## config.mk

```make
export PLATFORM = sky130hd
export DESIGN_NAME = psd_core
export DESIGN_NICKNAME = d
export VERILOG_FILES = /design/src/core/psd_pkg.sv /design/src/core/psd_core.sv /design/src/core/psd_sync.sv
export SDC_FILE = /design/constraint.sdc
export NUM_CORES = 1
export LEC_CHECK = 0
export BUFFER_PORTS_ARGS = -buffer_cell sky130_fd_sc_hd__buf_2
export CAP_MARGIN = 20
export CORE_MARGIN = 8
export CORE_UTILIZATION = 30
export CTS_BUF_LIST = sky130_fd_sc_hd__clkbuf_8
export DETAILED_ROUTE_END_ITERATION = 10
export PLACE_DENSITY_LB_ADDON = 0.08
export RECOVER_POWER = 50
export SLEW_MARGIN = 20
export SYNTH_ARGS = -nofsm -noshare
export SYNTH_HDL_FRONTEND = slang
export SYNTH_SLANG_ARGS = --single-unit
export TNS_END_PERCENT = 50
```

## constraint.sdc

```tcl
create_clock -name ref_clk_in -period 4.22 [get_ports ref_clk_in]
set_clock_uncertainty 0.1 [all_clocks]
set_input_delay 0.422 -clock ref_clk_in [delete_from_list [all_inputs] [get_ports ref_clk_in]]
set_output_delay 0.422 -clock ref_clk_in [all_outputs]
set_load 0.03 [all_outputs]
```

## src/core/psd_pkg.sv

```systemverilog
// Package: widths, latch map and reset values of the synthesizer core
package psd_pkg;
  localparam int unsigned BUS_W      = 4;   // Data bus nibble width
  localparam int unsigned SEL_W      = 3;   // Latch select width
  localparam int unsigned NUM_LATCH  = 8;   // Program latches
  localparam int unsigned REF_W      = 12;  // Reference divider width
  localparam int unsigned FBK_W      = 10;  // Feedback counter width
  localparam int unsigned SWL_W      = 7;   // Swallow counter width
  // Latch codes holding the low nibble of each counter
  localparam logic [2:0]  SWL_LO_SEL = 3'h0;
  localparam logic [2:0]  FBK_LO_SEL = 3'h2;
  localparam logic [2:0]  REF_LO_SEL = 3'h5;
  // Reset value of every program latch
  localparam logic [3:0]  LATCH_RST  = 4'h0;
  // Reload threshold: a count at or below this value ends a cycle
  localparam logic [11:0] CNT_END    = 12'h001;
endpackage

```

## src/core/psd_core.sv

```systemverilog
// Synthesizer core: bus latches, dividers, swallow logic, phase detector
`timescale 1ns/1ps
module psd_core
  import psd_pkg::*;
(
  input  wire logic             ref_clk_in,     // Reference oscillator clock
  input  wire logic             resetn_in,      // Sync reset, active low
  input  wire logic             ce_in,          // Clock enable
  input  wire logic [BUS_W-1:0] bus_data_in,    // Data nibble, bit 3 is msb
  input  wire logic [SEL_W-1:0] latch_sel_in,   // Latch select
  input  wire logic             latch_strobe_in,// Level strobe
  input  wire logic             fbk_in_in,      // Prescaled VCO input
  output logic                  tristate_phase_error_out, // Drive level
  output logic                  phase_error_oe_n_out,     // Low = driving
  output logic                  phi_fbk_n_out,  // Feedback-side pulse, low
  output logic                  phi_ref_n_out,  // Reference-side pulse, low
  output logic                  lock_indicator_out, // High when locked
  output logic                  mod_ctrl_out,   // Prescaler modulus control
  output logic                  ref_div_out,    // Divided reference pulse
  output logic                  fbk_div_out     // Divided feedback pulse
);
  logic [BUS_W-1:0] data_s;
  logic [SEL_W-1:0] sel_s;
  logic             strobe_s;
  logic             fin_s;
  logic             fin_d;
  logic             fin_rise;
  logic [BUS_W-1:0] prog_nib [NUM_LATCH];
  logic [REF_W-1:0] ref_val;
  logic [FBK_W-1:0] fbk_val;
  logic [SWL_W-1:0] swl_val;
  logic [REF_W-1:0] ref_cnt;
  logic [FBK_W-1:0] fbk_cnt;
  logic [SWL_W-1:0] swl_cnt;
  logic [SWL_W-1:0] next_swl;
  logic             ref_tick;
  logic             fbk_tick;
  logic             pd_up;
  logic             pd_dn;
  logic             next_up;
  logic             next_dn;

  // Bus, select, strobe and feedback pins pass two flops before any logic looks at them
  psd_sync #(.W(BUS_W + SEL_W + 2)) u_pin_sync (
    .clk_in    (ref_clk_in),
    .resetn_in (resetn_in),
    .ce_in     (ce_in),
    .async_in  ({bus_data_in, latch_sel_in, latch_strobe_in, fbk_in_in}),
    .sync_out  ({data_s, sel_s, strobe_s, fin_s})
  );

  // Rising edge of the feedback input; one extra flop after the sync pair
  always_ff @(posedge ref_clk_in)
  begin
    if (!resetn_in)
      fin_d <= 1'b0;
    else if (ce_in)
      fin_d <= fin_s;
  end
  assign fin_rise = fin_s & ~fin_d;

  // Transparent while strobe high; host must hold sel and data steady
  always_ff @(posedge ref_clk_in)
  begin
    if (!resetn_in)
    begin
      for (int i = 0; i < NUM_LATCH; i++)
        prog_nib[i] <= LATCH_RST;
    end
    else if (ce_in && strobe_s)
      prog_nib[sel_s] <= data_s;
  end

  // Counter values assembled from latches in ascending nibble order
  assign swl_val = {prog_nib[SWL_LO_SEL + 3'h1][2:0],
                    prog_nib[SWL_LO_SEL]};
  assign fbk_val = {prog_nib[FBK_LO_SEL + 3'h2][1:0],
                    prog_nib[FBK_LO_SEL + 3'h1],
                    prog_nib[FBK_LO_SEL]};
  assign ref_val = {prog_nib[REF_LO_SEL + 3'h2],
                    prog_nib[REF_LO_SEL + 3'h1],
                    prog_nib[REF_LO_SEL]};

  // Reference divider: one tick every ref_val oscillator cycles
  assign ref_tick = ce_in && (ref_cnt <= CNT_END);
  always_ff @(posedge ref_clk_in)
  begin
    if (!resetn_in)
      ref_cnt <= '0;
    else if (ce_in)
    begin
      if (ref_tick)
        ref_cnt <= ref_val;
      else
        ref_cnt <= ref_cnt - 12'h001;
    end
  end

  // Feedback counter ends a cycle after fbk_val input edges
  assign fbk_tick = ce_in && fin_rise && (fbk_cnt <= CNT_END[FBK_W-1:0]);
  always_ff @(posedge ref_clk_in)
  begin
    if (!resetn_in)
      fbk_cnt <= '0;
    else if (ce_in && fin_rise)
    begin
      if (fbk_tick)
        fbk_cnt <= fbk_val;
      else
        fbk_cnt <= fbk_cnt - 10'h001;
    end
  end

  // Swallow counter counts down alongside, then stops at zero
  always_comb
  begin
    next_swl = swl_cnt;
    if (fbk_tick)
      next_swl = swl_val;
    else if (fin_rise && swl_cnt != 7'h00)
      next_swl = swl_cnt - 7'h01;
  end

  always_ff @(posedge ref_clk_in)
  begin
    if (!resetn_in)
      swl_cnt <= '0;
    else if (ce_in)
      swl_cnt <= next_swl;
  end

  // Modulus low while swallowing, high for the rest of the cycle
  always_ff @(posedge ref_clk_in)
  begin
    if (!resetn_in)
      mod_ctrl_out <= 1'b1;
    else if (ce_in)
      mod_ctrl_out <= (next_swl == 7'h00);
  end

  // Divided outputs shown as one-cycle pulses
  always_ff @(posedge ref_clk_in)
  begin
    if (!resetn_in)
    begin
      ref_div_out <= 1'b0;
      fbk_div_out <= 1'b0;
    end
    else if (ce_in)
    begin
      ref_div_out <= ref_tick;
      fbk_div_out <= fbk_tick;
    end
  end

  // Phase-frequency detector; coincident edges cancel at once
  always_comb
  begin
    next_up = pd_up | ref_tick;
    next_dn = pd_dn | fbk_tick;
    if (next_up && next_dn)
    begin
      next_up = 1'b0;
      next_dn = 1'b0;
    end
  end

  always_ff @(posedge ref_clk_in)
  begin
    if (!resetn_in)
    begin
      pd_up <= 1'b0;
      pd_dn <= 1'b0;
    end
    else if (ce_in)
    begin
      pd_up <= next_up;
      pd_dn <= next_dn;
    end
  end

  // Error outputs; up means feedback lags, dn means it leads
  always_ff @(posedge ref_clk_in)
  begin
    if (!resetn_in)
    begin
      tristate_phase_error_out <= 1'b0;
      phase_error_oe_n_out     <= 1'b1;
      phi_fbk_n_out            <= 1'b1;
      phi_ref_n_out            <= 1'b1;
      lock_indicator_out       <= 1'b1;
    end
    else if (ce_in)
    begin
      tristate_phase_error_out <= pd_up;
      phase_error_oe_n_out     <= ~(pd_up | pd_dn);
      phi_fbk_n_out            <= ~pd_dn;
      phi_ref_n_out            <= ~pd_up;
      lock_indicator_out       <= ~(pd_up | pd_dn);
    end
  end

  // Checks on the logic above
  property p_latch_load;
    @(posedge ref_clk_in) disable iff (!resetn_in || !ce_in)
    strobe_s |=> prog_nib[$past(sel_s)] == $past(data_s);
  endproperty
  a_latch_load: assert property (p_latch_load)
    else $error("addressed latch did not take bus nibble");

  property p_latch_hold;
    @(posedge ref_clk_in) disable iff (!resetn_in || !ce_in)
    !strobe_s |=> $stable(ref_val) && $stable(fbk_val) && $stable(swl_val);
  endproperty
  a_latch_hold: assert property (p_latch_hold)
    else $error("latch changed while strobe low");

  property p_ref_reload;
    @(posedge ref_clk_in) disable iff (!resetn_in || !ce_in)
    ref_tick |=> ref_cnt == $past(ref_val) && ref_div_out;
  endproperty
  a_ref_reload: assert property (p_ref_reload)
    else $error("reference divider did not reload");

  property p_fbk_reload;
    @(posedge ref_clk_in) disable iff (!resetn_in || !ce_in)
    fbk_tick |=> fbk_cnt == $past(fbk_val) && swl_cnt == $past(swl_val);
  endproperty
  a_fbk_reload: assert property (p_fbk_reload)
    else $error("feedback or swallow counter did not reload");

  property p_mod_ctrl;
    @(posedge ref_clk_in) disable iff (!resetn_in || !ce_in)
    (fbk_tick && swl_val != 7'h00) |=> !mod_ctrl_out;
  endproperty
  a_mod_ctrl: assert property (p_mod_ctrl)
    else $error("modulus control not low at start of count cycle");

  property p_pd_neg;
    @(posedge ref_clk_in) disable iff (!resetn_in || !ce_in)
    pd_dn |=> !phase_error_oe_n_out && !tristate_phase_error_out;
  endproperty
  a_pd_neg: assert property (p_pd_neg)
    else $error("leading feedback did not drive low");

  property p_pd_pos;
    @(posedge ref_clk_in) disable iff (!resetn_in || !ce_in)
    pd_up |=> !phase_error_oe_n_out && tristate_phase_error_out;
  endproperty
  a_pd_pos: assert property (p_pd_pos)
    else $error("lagging feedback did not drive high");

  property p_pd_hiz;
    @(posedge ref_clk_in) disable iff (!resetn_in || !ce_in)
    (ref_tick && fbk_tick && !pd_up && !pd_dn) |=> ##1 phase_error_oe_n_out;
  endproperty
  a_pd_hiz: assert property (p_pd_hiz)
    else $error("coincident edges drove the error output");

  property p_dual;
    @(posedge ref_clk_in) disable iff (!resetn_in || !ce_in)
    pd_dn |=> !phi_fbk_n_out && phi_ref_n_out && !lock_indicator_out;
  endproperty
  a_dual: assert property (p_dual)
    else $error("dual outputs or lock wrong for leading feedback");
endmodule // psd_core

```

## src/core/psd_sync.sv

```systemverilog
// Two-flop synchroniser for asynchronous pin inputs
`timescale 1ns/1ps
module psd_sync #(
  parameter int unsigned W = 1
) (
  input  wire logic         clk_in,    // Core clock
  input  wire logic         resetn_in, // Sync reset, active low
  input  wire logic         ce_in,     // Clock enable
  input  wire logic [W-1:0] async_in,  // Pin level
  output logic      [W-1:0] sync_out   // Synchronised level
);
  logic [W-1:0] meta;

  // First stage feeds only the second stage
  always_ff @(posedge clk_in)
  begin
    if (!resetn_in)
    begin
      meta     <= '0;
      sync_out <= '0;
    end
    else if (ce_in)
    begin
      meta     <= async_in;
      sync_out <= meta;
    end
  end
endmodule // psd_sync

```

==> metrics <==
die area=17800 um2; unrepaired setup endpoints after global routing=false; clk buf depth=2; Final period util=0.729; P&R area growth vs syn=10.5%; Routed WL per cell=14.9 um; number of DRC markers in iteration 0=212; CP max FO=36; die width=134 um; CP endpoint kind=flip-flop; worst slew pin tran=0.880 ns; initial antenna violation count=0; share of cells above drive strength 1=0.0796; leakage=0.00171 uW; Post-CTS Resized=0; first-pass GRT wire length=15800 um; Layout Nets=465; Worst EP required=4.39 ns; Overflow after GRT=0; fillcell total=1418; Die H=134 um; most frequent cells in the layout=57 x dfxtp_1, 41 x o21ai_0, 37 x nand2_1; fin crit period=3.08 ns; synthesized cell area=4150 um2; Synth cell types=48; Most used DFF post-synth=dfxtp_1; sequential share of the synthesized area=0.485; CTS tree=built; worst skew pair latency=0.37 ns; hpwl dp=6230 um; pin count of the biggest net entering global routing=66; f_max=325 MHz; GP Congestion=0.759; clk root buf=clkbuf_8; # diodes=0; core area=13700 um2; Initial Util=0.302; Post-CTS Setup Bufs=0; ranking of synthesized cells by area=dfxtp_1 28%, edfxtp_1 21%, and2_1 5.4%; Net Count, Synth=456; Max IR drop VDD=221 uV; Hold WC Path Type=in2reg; max_slew headroom=0.414; Ys Warns=0; Hold Buf Count CTS=0; DR vias/cell=4.79; Seq. cell area=2010 um2; Vias=3028; vias in the first global route=3035; Mean Syn Cell Area=9.47 um2; max-slew violation count=0; Setup TNS=0 ns; total I/O pin count=20; Final ANT Viol Nets=0; Synth Instances=438; EDFF count, synth=29; Async SR Flop Fraction=0; multi-input logic area=1990 um2; Port Buf Inserts=19; Setup-failing EPs final=0; DRC=0; commonest non-fill, non-tap cell in the layout=dfxtp_1; Post-Route WL=9400 um; clock slew at reported path FFs=0.09 ns; startpoint types=primary input; htree depth=3; total power divided by cell area=410 nW/um2; Synth top area share=0.275; Global Route Usage Sum=0.111; cell row count=43; #FFs+latches synth=86; Hold Violations, Final=0; outcome=completed; Core Util, Final=0.334; DR pass1 iterations=4; # Max-Cap Violations=0; kind of critical path=in2reg; CTS Buf Count=9; Critical Path AT=3.24 ns; post-synth top area cell=dfxtp_1; # clock sinks=86
[final cells by class]
type | instances | area share
repair buffers | 23 | 0.0235
inverters | 9 | 0.00737
clock buffers | 9 | 0.0270
flip-flops and latches | 86 | 0.439
well taps | 180 | 0.0491
clock inverters | 7 | 0.0199
multi-input cells | 318 | 0.434
[worst max-delay path: stages]
cell	delay, ns
buf_2	0.49
inv_1	0.34
or4_1	0.65
nor4_2	0.15
clkbuf_1	0.69
o21ai_0	0.23
a22oi_2	0.18
nor2b_1	0.06
[worst paths after layout]
| path | from | endpoint | slack (ns) | cells after the start |
|---|---|---|---|---|
| max | ce_in | ref_cnt[2] | 1.14 | 8 |
| min | latch_strobe_in | u_pin_sync.meta[1] | 0.20 | 3 |
| max reg2reg | u_pin_sync.sync_out[0] | mod_ctrl_out | 1.43 | 6 |
| min reg2reg | phi_ref_n_out | phi_ref_n_out | 0.38 | 2 |
[layer usage]
metal	vias to the layer above	share of wire	global-route usage
li1	1579	-	-
met1	1399	0.53	0.148
met2	36	0.43	0.166
met3	14	0.021	0.0230
met4	0	0.021	0.0580
met5	-	0	0
[power by group]
| group | internal (uW) | total [uW] | switching (uW) |
|---|---|---|---|
| combinational | 114 | 284 | 170 |
| clock | 330 | 646 | 316 |
| sequential | 906 | 951 | 45.0 |
| total | 1350 | 1880 | 531 |
[stage by stage]
| stage | hold WS (ns) | instances | worst slack [ns] | total power, uW | cell area, um2 |
|---|---|---|---|---|---|
| floorplan | 0.345 | 438 | 1.76 | 1190 | 4150 |
| global placement | 0.359 | 616 | 0.976 | 1250 | 4390 |
| detailed placement | 0.353 | 616 | 0.904 | 1260 | 4390 |
| CTS | 0.179 | 632 | 1.27 | 1910 | 4610 |
| global route | 0.201 | 632 | 0.867 | 1990 | 4580 |
| finish | 0.202 | 632 | 1.14 | 1880 | 4580 |
[synthesized netlist by cell type (8+ instances only)]
| cell | n |
|---|---|
| nor4_1 | 9 |
| clkbuf_1 | 15 |
| o21ai_0 | 41 |
| mux2i_1 | 22 |
| a21oi_1 | 19 |
| and2_1 | 36 |
| nor2_1 | 24 |
| edfxtp_1 | 29 |
| nand2b_1 | 8 |
| nand2_1 | 37 |
| a21boi_0 | 15 |
| o21a_1 | 10 |
| dfxtp_1 | 57 |
| nor2b_1 | 22 |
| inv_1 | 8 |
| nor3_1 | 12 |
[flip-flops by register name (all words and copies together) (netlist names), 7 cells and up]
signal / cells
swl_cnt: 7
u_pin_sync.meta: 9
fbk_cnt: 10
ref_cnt: 12
prog_nib: 29
u_pin_sync.sync_out: 9
[logic make-up (layout without fill, tap and decap cells)]
family | after synthesis | after routing | share of synthesized area
AOI/OAI and AO/OA | 110 | 110 | 0.168
adders and majority gates | 6 | 6 | 0.0181
buffers and inverters | 34 | 48 | 0.0353
DFF | 86 | 86 | 0.485
muxes | 25 | 25 | 0.0621
and+or+nand+nor | 177 | 177 | 0.232
(Power assumes the default switching activity.)
